File: config.mk
export PLATFORM = sky130hd
export DESIGN_NAME = xop_regs
export DESIGN_NICKNAME = d
export VERILOG_FILES = /design/src/inc/xop_pkg.sv /design/src/hdl/xop_regs.sv
export SDC_FILE = /design/constraint.sdc
export NUM_CORES = 1
export LEC_CHECK = 0
export BUFFER_PORTS_ARGS = -buffer_cell sky130_fd_sc_hd__buf_4
export CAP_MARGIN = 25
export CORE_MARGIN = 2
export CORE_UTILIZATION = 30
export DETAILED_ROUTE_END_ITERATION = 8
export PLACE_DENSITY = 0.5
export SLEW_MARGIN = 20
export SYNTH_ARGS = -nofsm -noshare
export SYNTH_HDL_FRONTEND = slang
export SYNTH_SLANG_ARGS = --single-unit
File: constraint.sdc
create_clock -name aclk -period 2.1 [get_ports aclk]
set_input_delay 0.21 -clock aclk [delete_from_list [all_inputs] [get_ports aclk]]
set_output_delay 0.21 -clock aclk [all_outputs]
set_load 0.02 [all_outputs]
File: src/inc/xop_pkg.sv
package xop_pkg;
    localparam int          NUM_PORTS      = 4;
    localparam int          ADDR_W         = 12;
    localparam logic [3:0]  USB3_PORT_MASK = 4'h3;

    localparam logic [11:0] OFS_RING_LO    = 12'h018;
    localparam logic [11:0] OFS_RING_HI    = 12'h01c;
    localparam logic [11:0] OFS_DCBA_LO    = 12'h030;
    localparam logic [11:0] OFS_DCBA_HI    = 12'h034;
    localparam logic [11:0] OFS_CONFIG     = 12'h038;
    localparam logic [11:0] OFS_PORT_BASE  = 12'h400;
    localparam logic [11:0] OFS_PORT_STEP  = 12'h010;
    localparam logic [11:0] OFS_IRQ_STAT   = 12'h500;
    localparam logic [11:0] OFS_IRQ_CLEAR  = 12'h504;
    localparam logic [11:0] OFS_IRQ_ENABLE = 12'h508;

    localparam logic [31:0] RING_WR_MASK   = 32'hffffffc7;
    localparam int          RING_RUN_BIT   = 3;
    localparam int          RING_ABORT_BIT = 2;
    localparam int          RING_STOP_BIT  = 1;
    localparam logic [31:0] DCBA_WR_MASK   = 32'hffffffc0;
    localparam logic [31:0] CONFIG_WR_MASK = 32'h000000ff;
    localparam logic [63:0] REG64_RESET    = 64'h0;
    localparam logic [7:0]  CONFIG_RESET   = 8'h00;

    localparam int          PS_WARM        = 31;
    localparam int          PS_REMOVABLE   = 30;
    localparam int          PS_WAKE_LO     = 25;
    localparam int          PS_CFG_ERR_CHG = 23;
    localparam int          PS_LINK_CHG    = 22;
    localparam int          PS_RESET_CHG   = 21;
    localparam int          PS_OC_CHG      = 20;
    localparam int          PS_WARM_CHG    = 19;
    localparam int          PS_EN_CHG      = 18;
    localparam int          PS_CONN_CHG    = 17;
    localparam int          PS_LINK_STROBE = 16;
    localparam int          PS_IND_LO      = 14;
    localparam int          PS_SPEED_LO    = 10;
    localparam int          PS_POWER       = 9;
    localparam int          PS_LINK_LO     = 5;
    localparam int          PS_RESET       = 4;
    localparam int          PS_OC          = 3;
    localparam int          PS_ENABLED     = 1;
    localparam int          PS_CONNECT     = 0;
    localparam logic        POWER_RESET    = 1'b1;
    localparam logic [3:0]  LINK_RESET     = 4'h5;

    localparam logic [1:0]  RESP_OKAY      = 2'b00;
    localparam logic [1:0]  RESP_SLVERR    = 2'b10;
endpackage : xop_pkg

File: src/hdl/xop_regs.sv
// The AXI4-Lite interface to the registers was left to the implementer.
`timescale 1ns/1ps
module xop_regs
    import xop_pkg::*;
(
    input  wire logic                     aclk,
    input  wire logic                     aresetn,
    input  wire logic                     global_reset,
    input  wire logic                     hc_reset,
    input  wire logic [ADDR_W-1:0]        s_axi_awaddr,
    input  wire logic                     s_axi_awvalid,
    output logic                          s_axi_awready,
    input  wire logic [31:0]              s_axi_wdata,
    input  wire logic [3:0]               s_axi_wstrb,
    input  wire logic                     s_axi_wvalid,
    output logic                          s_axi_wready,
    output logic [1:0]                    s_axi_bresp,
    output logic                          s_axi_bvalid,
    input  wire logic                     s_axi_bready,
    input  wire logic [ADDR_W-1:0]        s_axi_araddr,
    input  wire logic                     s_axi_arvalid,
    output logic                          s_axi_arready,
    output logic [31:0]                   s_axi_rdata,
    output logic [1:0]                    s_axi_rresp,
    output logic                          s_axi_rvalid,
    input  wire logic                     s_axi_rready,
    input  wire logic                     ring_running_flag,
    input  wire logic [NUM_PORTS-1:0]     non_removable_config,
    input  wire logic [NUM_PORTS-1:0]     connect_status_in,
    input  wire logic [NUM_PORTS-1:0]     overcurrent_in,
    input  wire logic [4*NUM_PORTS-1:0]   port_speed_in,
    input  wire logic [NUM_PORTS-1:0]     link_state_evt,
    input  wire logic [4*NUM_PORTS-1:0]   link_state_in,
    input  wire logic [NUM_PORTS-1:0]     reset_done_evt,
    input  wire logic [NUM_PORTS-1:0]     config_error_evt,
    output logic [63:0]                   command_ring_ctrl,
    output logic [63:0]                   context_array_base,
    output logic [7:0]                    max_slots_enabled,
    output logic [NUM_PORTS-1:0]          port_power,
    output logic [4*NUM_PORTS-1:0]        port_link_state,
    output logic [NUM_PORTS-1:0]          link_write_strobe,
    output logic [NUM_PORTS-1:0]          port_reset,
    output logic [NUM_PORTS-1:0]          warm_port_reset,
    output logic [NUM_PORTS-1:0]          port_enabled,
    output logic [3*NUM_PORTS-1:0]        wake_enables,
    output logic                          irq
);

    function automatic logic [31:0] merge(input logic [31:0] old_v,
                                          input logic [31:0] new_v,
                                          input logic [3:0]  strb,
                                          input logic [31:0] wmask);
        logic [31:0] be;
        be = {{8{strb[3]}}, {8{strb[2]}}, {8{strb[1]}}, {8{strb[0]}}} & wmask;
        merge = (old_v & ~be) | (new_v & be);
    endfunction : merge

    function automatic logic port_hit(input logic [ADDR_W-1:0] addr, input int idx);
        port_hit = (addr == OFS_PORT_BASE + OFS_PORT_STEP * idx[11:0]);
    endfunction : port_hit

    // Write and read channel holding registers
    logic                   aw_held_r;
    logic                   w_held_r;
    logic [ADDR_W-1:0]      waddr_r;
    logic [31:0]            wdata_r;
    logic [3:0]             wstrb_r;
    logic                   bvalid_r;
    logic [1:0]             bresp_r;
    logic                   rvalid_r;
    logic [1:0]             rresp_r;
    logic [31:0]            rdata_r;
    logic                   wr_go;
    logic                   rd_go;

    logic [63:0]            ring_r;
    logic [63:0]            dcba_r;
    logic [7:0]             config_r;
    logic [NUM_PORTS-1:0]   irq_stat_r;
    logic [NUM_PORTS-1:0]   irq_en_r;

    logic [NUM_PORTS-1:0]   wake_oc_r, wake_disc_r, wake_conn_r;
    logic [NUM_PORTS-1:0]   cfg_chg_r, link_chg_r, reset_chg_r, oc_chg_r;
    logic [NUM_PORTS-1:0]   warm_chg_r, en_chg_r, conn_chg_r;
    logic [NUM_PORTS-1:0]   power_r, reset_r, warm_r, enabled_r;
    logic [NUM_PORTS-1:0]   conn_prev_r, oc_prev_r;
    logic [NUM_PORTS-1:0]   lws_r;
    logic [1:0]             ind_r  [NUM_PORTS];
    logic [3:0]             link_r [NUM_PORTS];
    logic [31:0]            port_view [NUM_PORTS];
    logic [NUM_PORTS-1:0]   wr_port, rd_port, port_evt;
    logic                   wr_mapped;
    logic                   rd_mapped;
    logic [31:0]            rd_value;

    assign s_axi_awready = !aw_held_r && !bvalid_r;
    assign s_axi_wready  = !w_held_r && !bvalid_r;
    assign s_axi_arready = !rvalid_r;
    assign s_axi_bvalid  = bvalid_r;
    assign s_axi_bresp   = bresp_r;
    assign s_axi_rvalid  = rvalid_r;
    assign s_axi_rresp   = rresp_r;
    assign s_axi_rdata   = rdata_r;
    assign wr_go         = aw_held_r && w_held_r && !bvalid_r;
    assign rd_go         = s_axi_arvalid && !rvalid_r;

    always_ff @(posedge aclk) begin
        if (!aresetn) begin
            aw_held_r <= 1'b0;
            waddr_r   <= '0;
        end else if (s_axi_awvalid && s_axi_awready) begin
            aw_held_r <= 1'b1;
            waddr_r   <= s_axi_awaddr;
        end else if (wr_go) begin
            aw_held_r <= 1'b0;
        end
    end

    always_ff @(posedge aclk) begin
        if (!aresetn) begin
            w_held_r <= 1'b0;
            wdata_r  <= '0;
            wstrb_r  <= '0;
        end else if (s_axi_wvalid && s_axi_wready) begin
            w_held_r <= 1'b1;
            wdata_r  <= s_axi_wdata;
            wstrb_r  <= s_axi_wstrb;
        end else if (wr_go) begin
            w_held_r <= 1'b0;
        end
    end

    always_comb begin
        wr_mapped = (waddr_r == OFS_RING_LO) || (waddr_r == OFS_RING_HI)
                 || (waddr_r == OFS_DCBA_LO) || (waddr_r == OFS_DCBA_HI)
                 || (waddr_r == OFS_CONFIG)  || (waddr_r == OFS_IRQ_STAT)
                 || (waddr_r == OFS_IRQ_CLEAR) || (waddr_r == OFS_IRQ_ENABLE);
        for (int i = 0; i < NUM_PORTS; i++) begin
            wr_port[i] = wr_go && port_hit(waddr_r, i);
            rd_port[i] = rd_go && port_hit(s_axi_araddr, i);
            wr_mapped  = wr_mapped || port_hit(waddr_r, i);
        end
    end

    always_ff @(posedge aclk) begin
        if (!aresetn) begin
            bvalid_r <= 1'b0;
            bresp_r  <= RESP_OKAY;
        end else if (wr_go) begin
            bvalid_r <= 1'b1;
            bresp_r  <= wr_mapped ? RESP_OKAY : RESP_SLVERR;
        end else if (s_axi_bready) begin
            bvalid_r <= 1'b0;
        end
    end

    // Non-sticky controller registers also clear on controller reset
    always_ff @(posedge aclk) begin
        if (!aresetn || global_reset || hc_reset) begin
            ring_r   <= REG64_RESET;
            dcba_r   <= REG64_RESET;
            config_r <= CONFIG_RESET;
        end else if (wr_go) begin
            case (waddr_r)
                OFS_RING_LO: ring_r[31:0]  <= merge(ring_r[31:0], wdata_r, wstrb_r,
                                                    RING_WR_MASK);
                OFS_RING_HI: ring_r[63:32] <= merge(ring_r[63:32], wdata_r, wstrb_r,
                                                    32'hffffffff);
                OFS_DCBA_LO: dcba_r[31:0]  <= merge(dcba_r[31:0], wdata_r, wstrb_r,
                                                    DCBA_WR_MASK);
                OFS_DCBA_HI: dcba_r[63:32] <= merge(dcba_r[63:32], wdata_r, wstrb_r,
                                                    32'hffffffff);
                OFS_CONFIG:  config_r      <= 8'(merge({24'h0, config_r}, wdata_r, wstrb_r,
                                                       CONFIG_WR_MASK));
                default: ;
            endcase
        end
    end

    // Port engine inputs and the sticky port fields
    always_ff @(posedge aclk) begin
        if (!aresetn || global_reset) begin
            wake_oc_r   <= '0;
            wake_disc_r <= '0;
            wake_conn_r <= '0;
            cfg_chg_r   <= '0;
            link_chg_r  <= '0;
            reset_chg_r <= '0;
            oc_chg_r    <= '0;
            warm_chg_r  <= '0;
            en_chg_r    <= '0;
            conn_chg_r  <= '0;
            power_r     <= {NUM_PORTS{POWER_RESET}};
            reset_r     <= '0;
            warm_r      <= '0;
            enabled_r   <= '0;
            conn_prev_r <= '0;
            oc_prev_r   <= '0;
            lws_r       <= '0;
            for (int i = 0; i < NUM_PORTS; i++) begin
                ind_r[i]  <= 2'h0;
                link_r[i] <= LINK_RESET;
            end
        end else begin
            conn_prev_r <= connect_status_in;
            oc_prev_r   <= overcurrent_in;
            for (int i = 0; i < NUM_PORTS; i++) begin
                lws_r[i] <= wr_port[i] && wstrb_r[2] && wdata_r[PS_LINK_STROBE];
                // Software writes first, hardware events after so they win
                if (wr_port[i]) begin
                    if (wstrb_r[3]) begin
                        wake_oc_r[i]   <= wdata_r[PS_WAKE_LO+2];
                        wake_disc_r[i] <= wdata_r[PS_WAKE_LO+1];
                        wake_conn_r[i] <= wdata_r[PS_WAKE_LO];
                        if (USB3_PORT_MASK[i] && wdata_r[PS_WARM])
                            warm_r[i] <= 1'b1;
                    end
                    if (wstrb_r[1]) begin
                        ind_r[i]   <= wdata_r[PS_IND_LO+:2];
                        power_r[i] <= wdata_r[PS_POWER];
                        if (wstrb_r[2] && wdata_r[PS_LINK_STROBE])
                            link_r[i] <= wdata_r[PS_LINK_LO+:4];
                    end
                    if (wstrb_r[0]) begin
                        if (wdata_r[PS_RESET])
                            reset_r[i] <= 1'b1;
                        if (wdata_r[PS_LINK_LO+:3] != 3'h0 && wstrb_r[1]
                            && wstrb_r[2] && wdata_r[PS_LINK_STROBE])
                            link_r[i] <= wdata_r[PS_LINK_LO+:4];
                    end
                end
                // Read of the port register clears its change flags, the enable and the warm reset bit
                if (rd_port[i]) begin
                    link_chg_r[i]  <= 1'b0;
                    reset_chg_r[i] <= 1'b0;
                    oc_chg_r[i]    <= 1'b0;
                    en_chg_r[i]    <= 1'b0;
                    conn_chg_r[i]  <= 1'b0;
                    enabled_r[i]   <= 1'b0;
                    cfg_chg_r[i]   <= 1'b0;
                    warm_chg_r[i]  <= 1'b0;
                    warm_r[i]      <= 1'b0;
                end
                if (connect_status_in[i] != conn_prev_r[i])
                    conn_chg_r[i] <= 1'b1;
                if (overcurrent_in[i] != oc_prev_r[i])
                    oc_chg_r[i] <= 1'b1;
                if (link_state_evt[i]) begin
                    link_chg_r[i] <= 1'b1;
                    link_r[i]     <= link_state_in[4*i+:4];
                end
                if (config_error_evt[i] && USB3_PORT_MASK[i])
                    cfg_chg_r[i] <= 1'b1;
                if (reset_done_evt[i] && (reset_r[i] || warm_r[i])) begin
                    reset_r[i]     <= 1'b0;
                    reset_chg_r[i] <= 1'b1;
                    enabled_r[i]   <= connect_status_in[i];
                    if (warm_r[i]) begin
                        warm_r[i]     <= 1'b0;
                        warm_chg_r[i] <= 1'b1;
                    end
                end
                // Disconnect drops the enable and records the change
                if (!connect_status_in[i] && enabled_r[i]) begin
                    enabled_r[i] <= 1'b0;
                    en_chg_r[i]  <= 1'b1;
                end
            end
        end
    end

    // One event per port: any change flag newly raised by hardware
    always_comb begin
        for (int i = 0; i < NUM_PORTS; i++) begin
            port_evt[i] = (connect_status_in[i] != conn_prev_r[i])
                       || (overcurrent_in[i] != oc_prev_r[i])
                       || link_state_evt[i]
                       || (config_error_evt[i] && USB3_PORT_MASK[i])
                       || (reset_done_evt[i] && (reset_r[i] || warm_r[i]))
                       || (!connect_status_in[i] && enabled_r[i]);
        end
    end

    always_ff @(posedge aclk) begin
        if (!aresetn) begin
            irq_stat_r <= '0;
            irq_en_r   <= '0;
        end else begin
            if (wr_go && waddr_r == OFS_IRQ_ENABLE && wstrb_r[0])
                irq_en_r <= wdata_r[NUM_PORTS-1:0];
            // Set wins over a clear in the same cycle
            irq_stat_r <= (irq_stat_r & ~((wr_go && waddr_r == OFS_IRQ_CLEAR && wstrb_r[0])
                                          ? wdata_r[NUM_PORTS-1:0] : '0)) | port_evt;
        end
    end

    always_comb begin
        for (int i = 0; i < NUM_PORTS; i++) begin
            port_view[i]                  = 32'h0;
            port_view[i][PS_WARM]         = USB3_PORT_MASK[i] && warm_r[i];
            port_view[i][PS_REMOVABLE]    = non_removable_config[i];
            port_view[i][PS_WAKE_LO+2]    = wake_oc_r[i];
            port_view[i][PS_WAKE_LO+1]    = wake_disc_r[i];
            port_view[i][PS_WAKE_LO]      = wake_conn_r[i];
            port_view[i][PS_CFG_ERR_CHG]  = USB3_PORT_MASK[i] && cfg_chg_r[i];
            port_view[i][PS_LINK_CHG]     = link_chg_r[i];
            port_view[i][PS_RESET_CHG]    = reset_chg_r[i];
            port_view[i][PS_OC_CHG]       = oc_chg_r[i];
            port_view[i][PS_WARM_CHG]     = USB3_PORT_MASK[i] && warm_chg_r[i];
            port_view[i][PS_EN_CHG]       = en_chg_r[i];
            port_view[i][PS_CONN_CHG]     = conn_chg_r[i];
            port_view[i][PS_IND_LO+:2]    = ind_r[i];
            port_view[i][PS_SPEED_LO+:4]  = port_speed_in[4*i+:4];
            port_view[i][PS_POWER]        = power_r[i];
            port_view[i][PS_LINK_LO+:4]   = link_r[i];
            port_view[i][PS_RESET]        = reset_r[i];
            port_view[i][PS_OC]           = overcurrent_in[i];
            port_view[i][PS_ENABLED]      = enabled_r[i];
            port_view[i][PS_CONNECT]      = connect_status_in[i];
        end
    end

    always_comb begin
        rd_mapped = 1'b1;
        rd_value  = 32'h0;
        case (s_axi_araddr)
            OFS_RING_LO: begin
                rd_value               = ring_r[31:0] & RING_WR_MASK;
                rd_value[RING_RUN_BIT] = ring_running_flag;
            end
            OFS_RING_HI:    rd_value = ring_r[63:32];
            OFS_DCBA_LO:    rd_value = dcba_r[31:0] & DCBA_WR_MASK;
            OFS_DCBA_HI:    rd_value = dcba_r[63:32];
            OFS_CONFIG:     rd_value = {24'h0, config_r};
            OFS_IRQ_STAT:   rd_value = {{(32-NUM_PORTS){1'b0}}, irq_stat_r};
            OFS_IRQ_CLEAR:  rd_value = 32'h0;
            OFS_IRQ_ENABLE: rd_value = {{(32-NUM_PORTS){1'b0}}, irq_en_r};
            default:        rd_mapped = 1'b0;
        endcase
        for (int i = 0; i < NUM_PORTS; i++) begin
            if (port_hit(s_axi_araddr, i)) begin
                rd_value  = port_view[i];
                rd_mapped = 1'b1;
            end
        end
    end

    always_ff @(posedge aclk) begin
        if (!aresetn) begin
            rvalid_r <= 1'b0;
            rresp_r  <= RESP_OKAY;
            rdata_r  <= 32'h0;
        end else if (rd_go) begin
            rvalid_r <= 1'b1;
            rresp_r  <= rd_mapped ? RESP_OKAY : RESP_SLVERR;
            rdata_r  <= rd_value;
        end else if (s_axi_rready) begin
            rvalid_r <= 1'b0;
        end
    end

    always_comb begin
        for (int i = 0; i < NUM_PORTS; i++) begin
            port_link_state[4*i+:4] = link_r[i];
            wake_enables[3*i+:3]    = {wake_oc_r[i], wake_disc_r[i], wake_conn_r[i]};
        end
    end

    assign command_ring_ctrl  = {ring_r[63:32], ring_r[31:0] & RING_WR_MASK};
    assign context_array_base = {dcba_r[63:32], dcba_r[31:0] & DCBA_WR_MASK};
    assign max_slots_enabled  = config_r;
    assign port_power         = power_r;
    assign link_write_strobe  = lws_r;
    assign port_reset         = reset_r;
    assign warm_port_reset    = warm_r & USB3_PORT_MASK;
    assign port_enabled       = enabled_r;
    assign irq                = |(irq_stat_r & irq_en_r);

endmodule : xop_regs

==> parameters.txt, run 1 <==
Parameter                              Value

Floorplan
  Die Y-Extent    220 um
  Die area    48300 um2
  Placeable core region    46300 um2
  Boundary Pins    between 300 and 400
  Die X-Extent    220 um
  Effective utilization at floorplan    30.2%
  Row count    slightly below 80

Worst setup path
  Slowest-stage cell, CP    sky130_fd_sc_hd__or3b_1
  Data required time at the worst endpoint    around 2.4 ns
  CP dominant cell by count    sky130_fd_sc_hd__buf_4
  Setup crit end kind    flop
  Crit Path Class    flop to flop
  Delay of the slowest critical-path stage    0.38 ns
  Worst path cell trace    or3b_1 > buf_4 > nor3_2 > buf_6 > nand4_1 > buf_4 > o22a_1
  Depth of the worst register-to-register path    7
  Arrival time at the worst endpoint    about 2.3 ns
  Critical Path Fanout Max    10
  Worst setup SP type    flop

Yosys
  Post-synthesis async set-or-reset flop share    0%
  Area share of the leading cell type in the synthesized netlist    40.9%
  Number of distinct library cells after synthesis    72
  Number of warnings printed during yosys synthesis    0
  Synth cell count leaders    285 x sky130_fd_sc_hd__dfxtp_1, 235 x sky130_fd_sc_hd__nand2_1, 165 x sky130_fd_sc_hd__o21ai_0
  Number of flops mapped to enable cells by yosys    24
  Most common cell in the netlist    sky130_fd_sc_hd__dfxtp_1
  Gate Count Post-Synth    1648
  Sequential element share of the synthesized area    46.1%
  Mapped cell area    about 14000 um2
  Synth Register Bits    roughly 310
  Most area-hungry cell type in the Yosys netlist    sky130_fd_sc_hd__dfxtp_1
  Synthesized area divided by synthesized cell count    around 8.5 um2
  Dominant cells by area after synthesis    sky130_fd_sc_hd__dfxtp_1 41%, sky130_fd_sc_hd__nand2_1 6.3%, sky130_fd_sc_hd__o21ai_0 5.9%
  Top FF cell, synth    sky130_fd_sc_hd__dfxtp_1

Route
  Highest metal layer with signal wires    met5
  Total DRC errors in the routed layout    0
  Final ANT Viol Nets    0
  Post-Route WL    66.8 mm
  Number of vias in the routed layout    14.6k
  Starting DRT DRC Count    1275
  Detailed route wirelength on metal2    31.8 mm
  Number of detailed-routing iterations run before antenna repair    8
  Final routed wire length divided by cell count    24.0 um
  Met3 wire len    3.91 mm
  WL met1    between 20 and 30 mm
  Via/cell ratio    5.26

Clocking
  Total number of H-tree levels    2
  Clock root buffer    sky130_fd_sc_hd__clkbuf_16
  TritonCTS clock tree    built
  Insertion delay to the later sink of the worst-skew pair    about 0.56 ns
  Clock transition time at the flip-flop clock pins of the worst setup and hold paths    0.06 ns
  CTS Buf Count    36
  Maximum clock path buffer count    3
  Number of clock sinks seen by CTS    309

Placed design
  Input/output buffers    approximately 340
  Pre-CTS worst setup slack    -0.230 ns
  Total placed instance area    between 15000 and 20000 um2
  Number of placed instances, taps included    around 2.6k
  Final weighted congestion in routability-driven placement    0.931
  Final HPWL from detailed placement    approximately 53 mm

Power
  Net switching power    0.00356 W
  Switching share of power    25.9%
  Power per unit of standard cell area    684 nW/um2
  Maximum resistive drop on vdd    roughly 0.00043 V
  Fraction of power consumed by the clock network    between 40% and 50%
  Leakage power figure    7.90 nW
  Comb pwr share    10.2%
  Proportion of power drawn by flip-flops and latches    approximately 45%
  Total internal power    0.0102 W

Worst hold path
  Hold WC Path Type    input port to flop
  Worst Hold Path Cells    3

STA
  Worst-case setup margin in the final layout    0.139 ns
  Number of pins with negative max-slew slack in the final report    0
  Fin. Hold Viols    0
  Worst Clk Skew    0.0109 ns
  Minimum hold slack    0.0169 ns
  Count of endpoints failing setup in the final report    0
  Period utilization    93.4%
  Highest achievable clock rate    510 MHz
  Final critical path time including I/O delays and setup    1.96 ns
  Transition at the pin with the smallest max-transition slack    0.756 ns
  Headroom to the max-slew limit    48.9%
  Unrepaired setup endpoints after global routing    yes

Cells and area
  Number of standard cells in the final layout excluding fillers    2777
  Fraction of the core area covered by cells at the end of the flow    43.4%
  Area growth, synth to finish    43.9%
  Fraction of final layout cells with drive strength greater than 1    28.8%
  Total non-filler cell area in the finished layout    20100 um2
  Number of nets in the layout    between 2k and 2.5k

Run status
  Result of the run    finished clean

Flow run
  Number of maximum-capacitance violations    0

Global route
  GRT Resource Usage Total    27.0%
  Sum of overflow across all layers after global routing    0
  Maximum number of pins on one net before global-route repair    42
  Global-route wire length before repair    around 94 mm
  Initial antenna violation count    3
  Vias in the first global route    13.9k
-- cell families (layout without fill, tap and decap cells) --
family	after synthesis	after routing	share of synthesized area, %
muxes	56	56	4.03
xor gates and xnor gates	7	7	0.439
other	1	14	0.0269
and+or+nand+nor	646	646	22.8
AOI/OAI and AO/OA	452	452	20.2
buffers and inverters	177	686	6.45
DFF	309	309	46.1
-- metrics by stage --
stage          power (W)  TNS [ns]
2_1_floorplan    0.00687         0
3_3_place_gp     0.00758     -1.02
3_5_place_dp     0.00759     -2.46
4_1_cts           0.0138         0
5_1_grt           0.0141  -0.00641
6_report          0.0137         0
-- power by group through the flow --
| stage | Combinational (W) | Sequential, W | Clock (W) |
|---|---|---|---|
| floorplan | 0.000616 | 0.00626 | 0 |
| global placement | 0.00125 | 0.00633 | 0 |
| detailed placement | 0.00126 | 0.00633 | 0 |
| CTS | 0.00139 | 0.00621 | 0.00620 |
| global route | 0.00149 | 0.00621 | 0.00643 |
| finish | 0.00140 | 0.00621 | 0.00613 |
-- placed cells by master, fill, tap and decap left out, types with 6 or more instances in the layout --
| cell | instances |
|---|---|
| sky130_fd_sc_hd__a221oi_1 | 16 |
| sky130_fd_sc_hd__clkbuf_16 | 38 |
| sky130_fd_sc_hd__inv_1 | 13 |
| sky130_fd_sc_hd__o211ai_1 | 15 |
| sky130_fd_sc_hd__conb_1 | 13 |
| sky130_fd_sc_hd__o21ai_0 | 163 |
| sky130_fd_sc_hd__a21oi_1 | 80 |
| sky130_fd_sc_hd__buf_4 | 510 |
| sky130_fd_sc_hd__and3_1 | 10 |
| sky130_fd_sc_hd__nand3_1 | 152 |
| sky130_fd_sc_hd__nand3b_1 | 6 |
| sky130_fd_sc_hd__o31ai_1 | 7 |
| sky130_fd_sc_hd__buf_12 | 14 |
| sky130_fd_sc_hd__clkbuf_1 | 9 |
| sky130_fd_sc_hd__nand4_1 | 16 |
| sky130_fd_sc_hd__a31oi_1 | 7 |
| sky130_fd_sc_hd__nor3_4 | 6 |
| sky130_fd_sc_hd__clkinv_2 | 9 |
| sky130_fd_sc_hd__nor2_1 | 112 |
| sky130_fd_sc_hd__a211oi_1 | 6 |
| sky130_fd_sc_hd__edfxtp_1 | 24 |
| sky130_fd_sc_hd__nand2_1 | 235 |
| sky130_fd_sc_hd__nor3_1 | 20 |
| sky130_fd_sc_hd__nor2b_1 | 8 |
| sky130_fd_sc_hd__dlygate4sd3_1 | 83 |
| sky130_fd_sc_hd__a22o_1 | 12 |
| sky130_fd_sc_hd__o22ai_1 | 28 |
| sky130_fd_sc_hd__a22oi_1 | 14 |
| sky130_fd_sc_hd__a21boi_0 | 51 |
| sky130_fd_sc_hd__mux2i_1 | 53 |
| sky130_fd_sc_hd__nand2b_1 | 8 |
| sky130_fd_sc_hd__dfxtp_1 | 284 |
| sky130_fd_sc_hd__and2_1 | 24 |
| sky130_fd_sc_hd__o21ai_1 | 7 |
-- cell type report --
type | count | area [um2]
tap | 607 | 759
sequential | 309 | 6430
inverter | 13 | 48.8
timing repair buffer | 609 | 4960
fill | 4731 | 26200
multi-input combinational | 1174 | 6760
antenna | 1 | 2.50
clock buffer | 52 | 1050
clock inverter | 12 | 70.1
-- path summary, 6_finish.rpt --
check                                                   from                            to  slack, ns
worst max-delay path                 waddr_r[9]$_SDFFE_PN0P_        link_r[3][2]$_DFFE_PP_       0.14
worst min-delay path                        link_state_in[0]    link_r[0][0]$_SDFFCE_PN1P_       0.02
worst max register to register       waddr_r[9]$_SDFFE_PN0P_        link_r[3][2]$_DFFE_PP_       0.14
worst min register to register  s_axi_rdata[29]$_SDFFE_PN0P_  s_axi_rdata[29]$_SDFFE_PN0P_       0.46
-- timing repair --
action	CTS	global route
resized for setup	1	9
pin swaps	1	6
setup buffers	1	3
hold buffers	83	0
endpoints found under the hold margin	89	0
setup endpoints to repair	25	33
-- routing by layer --
layer	global-route usage, %	up-vias
li1	-	6883
met1	36.1	7123
met2	45.3	504
met5	0	-
met3	3.35	93
met4	8.30	4
-- worst max-delay path, delay by kind of cell (launching register included) --
family          cells  cell delay, ns
flops               1            0.32
simple gates        3            0.67
compound gates      1            0.19
buf+inv             3            0.53
(Power assumes the default switching activity.)
==> run 2, diff against run 1 <==
--- a/config.mk
+++ b/config.mk
@@ -7,9 +7,11 @@
 export LEC_CHECK = 0
 export BUFFER_PORTS_ARGS = -buffer_cell sky130_fd_sc_hd__buf_4
 export CAP_MARGIN = 25
+export CORE_ASPECT_RATIO = 1.2
 export CORE_MARGIN = 2
 export CORE_UTILIZATION = 30
 export DETAILED_ROUTE_END_ITERATION = 8
+export GPL_TIMING_DRIVEN = 0
 export PLACE_DENSITY = 0.5
 export SLEW_MARGIN = 20
 export SYNTH_ARGS = -nofsm -noshare
==> run 2 against run 1 <==
Net effect: the run now ends with negative setup slack left; clock power is 3.4% higher; sequential share of layout area is essentially flat; fmax down 11%.
==> parameters.txt, run 2 (synthesized netlist as in run 1, its figures left out) <==
Parameter                              Value

Floorplan
  Placeable core region    approximately 46000 um2
  Effective utilization at floorplan    30.4%
  Row count    86
  Boundary Pins    352
  Die X-Extent    between 200 and 250 um
  Die area    48300 um2
  Die Y-Extent    240 um

Power
  Leakage power figure    just under 8 nW
  Total internal power    0.0104 W
  Maximum resistive drop on vdd    0.000418 V
  Comb pwr share    about 9.9%
  Fraction of power consumed by the clock network    45.5%
  Switching share of power    25.6%
  Net switching power    between 0.003 and 0.004 W
  Proportion of power drawn by flip-flops and latches    44.6%
  Power per unit of standard cell area    approximately 700 nW/um2

Placed design
  Final weighted congestion in routability-driven placement    0.937
  Final HPWL from detailed placement    55.8 mm
  Input/output buffers    332
  Pre-CTS worst setup slack    -1.01 ns
  Total placed instance area    17300 um2

Route
  Met3 wire len    ~5.7 mm
  Starting DRT DRC Count    1317
  Total DRC errors in the routed layout    0
  Via/cell ratio    between 5 and 6
  Highest metal layer with signal wires    met5
  Final ANT Viol Nets    0
  Detailed route wirelength on metal2    about 34 mm
  Number of detailed-routing iterations run before antenna repair    6
  Final routed wire length divided by cell count    roughly 26 um
  WL met1    28.5 mm
  Post-Route WL    between 70 and 80 mm
  Number of vias in the routed layout    15.1k

Clocking
  Number of clock sinks seen by CTS    309
  Maximum clock path buffer count    3
  Insertion delay to the later sink of the worst-skew pair    about 0.54 ns
  Clock transition time at the flip-flop clock pins of the worst setup and hold paths    roughly 0.060 ns
  TritonCTS clock tree    built
  CTS Buf Count    35
  Clock root buffer    sky130_fd_sc_hd__clkbuf_16
  Total number of H-tree levels    2

STA
  Period utilization    104%
  Highest achievable clock rate    between 400 and 500 MHz
  Number of pins with negative max-slew slack in the final report    0
  Final critical path time including I/O delays and setup    2.19 ns
  Transition at the pin with the smallest max-transition slack    approximately 1.0 ns
  Fin. Hold Viols    0
  Worst Clk Skew    0.0146 ns
  Worst-case setup margin in the final layout    -0.0919 ns
  Count of endpoints failing setup in the final report    12
  Headroom to the max-slew limit    32.7%
  Unrepaired setup endpoints after global routing    yes

Worst setup path
  Arrival time at the worst endpoint    2.44 ns
  Data required time at the worst endpoint    2.35 ns
  Critical Path Fanout Max    10
  Worst setup SP type    flop
  Crit Path Class    flop to flop
  Setup crit end kind    flop

Global route
  Initial antenna violation count    5
  GRT Resource Usage Total    28.6%
  Maximum number of pins on one net before global-route repair    14
  Vias in the first global route    14.8k
  Sum of overflow across all layers after global routing    0
  Global-route wire length before repair    101 mm

Cells and area
  Most common cell after layout, fill and taps aside    sky130_fd_sc_hd__buf_4
  Area growth, synth to finish    44.2%
  Fraction of the core area covered by cells at the end of the flow    43.8%
  Leading cell types in the layout, fill and taps excluded    417 x sky130_fd_sc_hd__buf_4, 279 x sky130_fd_sc_hd__dfxtp_1, 234 x sky130_fd_sc_hd__nand2_1
  Fraction of final layout cells with drive strength greater than 1    between 20% and 30%
  Number of nets in the layout    2272
  Total non-filler cell area in the finished layout    20100 um2

Run status
  Result of the run    complete, but fails checks
  Failing checks    negative setup slack

Worst hold path
  Hold WC Path Type    input port to flop

Flow run
  Number of maximum-capacitance violations    0
## run 2: repair_timing
action,4_1_cts,5_1_grt
setup buffers,21,15
pin swaps,11,9
endpoints found under the setup margin,250,204
hold buffers,78,0
cloned,2,4
gates resized for setup,62,94
hold endpoints to repair,79,0
## run 2: layout make-up
type | instances | area, um2
Antenna cell | 3 | 7.51
Sequential cell | 309 | 6430
Inverter | 13 | 48.8
Multi-Input combinational cell | 1174 | 7010
Buffer | 160 | 996
Tap cell | 616 | 771
Clock inverter | 9 | 72.6
Timing Repair Buffer | 453 | 3690
Fill cell | 4731 | 25800
Clock buffer | 54 | 1100
## run 2: power by group through the flow
| stage | clock, W | sequential [W] | combinational [W] |
|---|---|---|---|
| finish | 0.00634 | 0.00620 | 0.00138 |
| global route | 0.00660 | 0.00621 | 0.00147 |
| detailed placement | 0 | 0.00632 | 0.00119 |
| CTS | 0.00637 | 0.00619 | 0.00134 |
| global placement | 0 | 0.00631 | 0.00118 |
| floorplan | 0 | 0.00626 | 0.000616 |
## run 2: final timing paths
check / start / to / slack, ns / cells past startpoint
hold / removal: link_state_evt[0] / link_chg_r[0]$_SDFFE_PN0P_ / 0.004 / 3
hold reg to reg: s_axi_rdata[21]$_SDFFE_PN0P_ / s_axi_rdata[21]$_SDFFE_PN0P_ / 0.46 / 2
setup / recovery: wstrb_r[1]$_SDFFE_PN0P_ / link_r[2][0]$_SDFFCE_PN1P_ / -0.09 / 4
setup reg to reg: wstrb_r[1]$_SDFFE_PN0P_ / link_r[2][0]$_SDFFCE_PN1P_ / -0.09 / 4
## run 2: through the flow
| step | instances | total power [W] | TNS (ns) | hold WS, ns |
|---|---|---|---|---|
| floorplan | 1660 | 0.00687 | 0 | 0.327 |
| global placement | 2608 | 0.00749 | -98.75 | 0.436 |
| detailed placement | 2608 | 0.00750 | -102.38 | 0.443 |
| CTS | 2770 | 0.0139 | -6.01 | 0.0109 |
| global route | 2788 | 0.0143 | -0.942 | 0.0194 |
| finish | 2791 | 0.0139 | -0.545 | 0.00426 |
## run 2: routing by layer
| layer | GRT usage (%) | vias to the layer above |
|---|---|---|
| li1 | - | 6888 |
| met1 | 35.5 | 7364 |
| met2 | 49.4 | 686 |
| met3 | 5.41 | 123 |
| met4 | 10.3 | 6 |
| met5 | 0 | - |
## run 2: worst max-delay path, cell delays in order (launching register included)
cell and delay (ns):
sky130_fd_sc_hd__dfxtp_1 0.46, sky130_fd_sc_hd__clkbuf_1 0.62, sky130_fd_sc_hd__nand4_1 0.37, sky130_fd_sc_hd__o211ai_1 0.28, sky130_fd_sc_hd__buf_4 0.17
==> run 3, diff against run 2 <==
--- a/config.mk
+++ b/config.mk
@@ -13,6 +13,7 @@
 export DETAILED_ROUTE_END_ITERATION = 8
 export GPL_TIMING_DRIVEN = 0
 export PLACE_DENSITY = 0.5
+export SETUP_SLACK_MARGIN = 0.2
 export SLEW_MARGIN = 20
 export SYNTH_ARGS = -nofsm -noshare
 export SYNTH_HDL_FRONTEND = slang
==> run 3 against run 2 <==
Net effect: the flow now finishes without violations; clock power rose by 3.9%; global-route usage up 0.83 points; power is 2.6% higher; critical endpoint is now link_r[2][2]$_SDFFCE_PN1P_; largest cell class unchanged; critical path type unchanged.
==> parameters.txt, run 3 (synthesized netlist as in run 1, its figures left out) <==
Parameter                              Value

STA
  Unrepaired setup endpoints after global routing    yes
  Headroom to the max-slew limit    a little under a third
  Number of pins with negative max-slew slack in the final report    0
  Final total negative setup slack    0 ns
  Worst-case setup margin in the final layout    0.0161 ns
  Final critical path time including I/O delays and setup    between 2 and 2.5 ns
  Transition at the pin with the smallest max-transition slack    1.03 ns
  Worst Clk Skew    0.0136 ns
  Highest achievable clock rate    480 MHz
  Period utilization    99.2%
  Fin. Hold Viols    0
  Count of endpoints failing setup in the final report    0

Global route
  Global-route wire length before repair    103 mm
  GRT Resource Usage Total    ~30%
  Initial antenna violation count    5
  Sum of overflow across all layers after global routing    0
  Maximum number of pins on one net before global-route repair    15
  Vias in the first global route    14.9k

Worst setup path
  Arrival time at the worst endpoint    2.34 ns
  Worst setup SP type    flop
  Setup crit end kind    flop
  Data required time at the worst endpoint    2.35 ns
  Crit Path Class    flop to flop
  Critical Path Fanout Max    5
  Depth of the worst register-to-register path    8
  Setup slack on the worst flop-to-flop path    about 0.016 ns

Cells and area
  Number of standard cells in the final layout excluding fillers    2856
  Fraction of the core area covered by cells at the end of the flow    between 40% and 50%
  Number of nets in the layout    2337
  Fraction of final layout cells with drive strength greater than 1    37.4%
  Area growth, synth to finish    57.1%
  Leading cell types in the layout, fill and taps excluded    427 x sky130_fd_sc_hd__buf_4, 277 x sky130_fd_sc_hd__dfxtp_1, 226 x sky130_fd_sc_hd__nand2_1
  Filler cells    4580
  Most common cell after layout, fill and taps aside    sky130_fd_sc_hd__buf_4

Clocking
  TritonCTS clock tree    built
  Clock transition time at the flip-flop clock pins of the worst setup and hold paths    0.06 ns
  CTS Buf Count    37
  Insertion delay to the later sink of the worst-skew pair    0.55 ns
  Total number of H-tree levels    2
  Clock root buffer    sky130_fd_sc_hd__clkbuf_16
  Number of clock sinks seen by CTS    a little over 300
  Maximum clock path buffer count    3

Route
  Number of detailed-routing iterations run before antenna repair    6
  Post-Route WL    73.6 mm
  Number of vias in the routed layout    around 15k
  Final ANT Viol Nets    0
  Total DRC errors in the routed layout    0
  Final routed wire length divided by cell count    25.8 um
  Starting DRT DRC Count    1242
  Via/cell ratio    5.39

Worst hold path
  Hold WC Path Type    input port to flop
  Worst Hold Path Cells    3

Floorplan
  Effective utilization at floorplan    30.4%
  Die X-Extent    about 200 um
  Die area    48300 um2
  Die Y-Extent    between 200 and 250 um
  Placeable core region    about 46000 um2
  Boundary Pins    352
  Row count    86

Power
  Final Power    0.0143 W
  Leakage power figure    8.27 nW
  Maximum resistive drop on vdd    0.000444 V
  Power per unit of standard cell area    651 nW/um2

Placed design
  Final HPWL from detailed placement    56.1 mm
  Final weighted congestion in routability-driven placement    0.978
  Number of placed instances, taps included    2608
  Pre-CTS worst setup slack    -1.10 ns
  Input/output buffers    332

Flow run
  Number of maximum-capacitance violations    0

Run status
  Result of the run    finished clean
-- run 3: area by class of cell --
| class | instances | area [um2] | area share, % |
|---|---|---|---|
| antenna | 3 | 7.51 | 0.0343 |
| buffer | 164 | 1110 | 5.05 |
| clock buffer | 51 | 1060 | 4.84 |
| clock inverter | 14 | 158 | 0.719 |
| inverter | 13 | 48.8 | 0.223 |
| multi-input combinational | 1175 | 7880 | 35.9 |
| sequential | 309 | 6440 | 29.4 |
| tap | 616 | 771 | 3.52 |
| timing repair buffer | 511 | 4450 | 20.3 |
-- run 3: power breakdown --
part | leakage [nW] | internal (W) | switching (W) | total, W
Combinational | 5.11 | 0.000606 | 0.000879 | 0.00149
Sequential | 2.56 | 0.00605 | 0.000143 | 0.00620
Clock | 0.598 | 0.00391 | 0.00268 | 0.00659
-- run 3: per-stage QoR --
step / area (um2) / hold slack (ns)
floorplan: 14100 / 0.327
global placement: 17300 / 0.438
detailed placement: 17300 / 0.436
CTS: 21300 / 0.00691
global route: 21900 / 0.0246
finish: 21900 / 0.0205
-- run 3: repair_timing --
action,in CTS,in global routing
resized for setup,390,125
cloned,14,1
endpoints found under the hold margin,80,0
pin swaps,42,43
hold buffers,80,0
setup buffers,60,25
endpoints found under the setup margin,288,221
-- run 3: path summary, 6_finish.rpt --
| check | start | to |
|---|---|---|
| max reg2reg | s_axi_bvalid$_SDFFE_PN0P_ | link_r[2][2]$_SDFFCE_PN1P_ |
| min reg2reg | s_axi_rdata[29]$_SDFFE_PN0P_ | s_axi_rdata[29]$_SDFFE_PN0P_ |
| max | s_axi_bvalid$_SDFFE_PN0P_ | link_r[2][2]$_SDFFCE_PN1P_ |
| min | link_state_evt[0] | link_chg_r[0]$_SDFFE_PN0P_ |
-- run 3: worst max-delay path, cell delays in order (launching register included) --
cell and delay [ns]:
sky130_fd_sc_hd__dfxtp_4 0.35, sky130_fd_sc_hd__nand3b_1 0.22, sky130_fd_sc_hd__buf_4 0.18, sky130_fd_sc_hd__nor4_4 0.14
sky130_fd_sc_hd__buf_6 0.18, sky130_fd_sc_hd__buf_12 0.13, sky130_fd_sc_hd__nand4_1 0.19, sky130_fd_sc_hd__o211ai_1 0.24
sky130_fd_sc_hd__buf_4 0.16
-- run 3: layer usage --
metal  track usage (%)  share of wire, %  vias to the layer above
li1                  -                 -                     7022
met1              36.7                40                     7504
met2              50.3                48                      710
met3              4.95               7.4                      148
met4              12.1               4.4                        6
met5                 0             0.058                        -
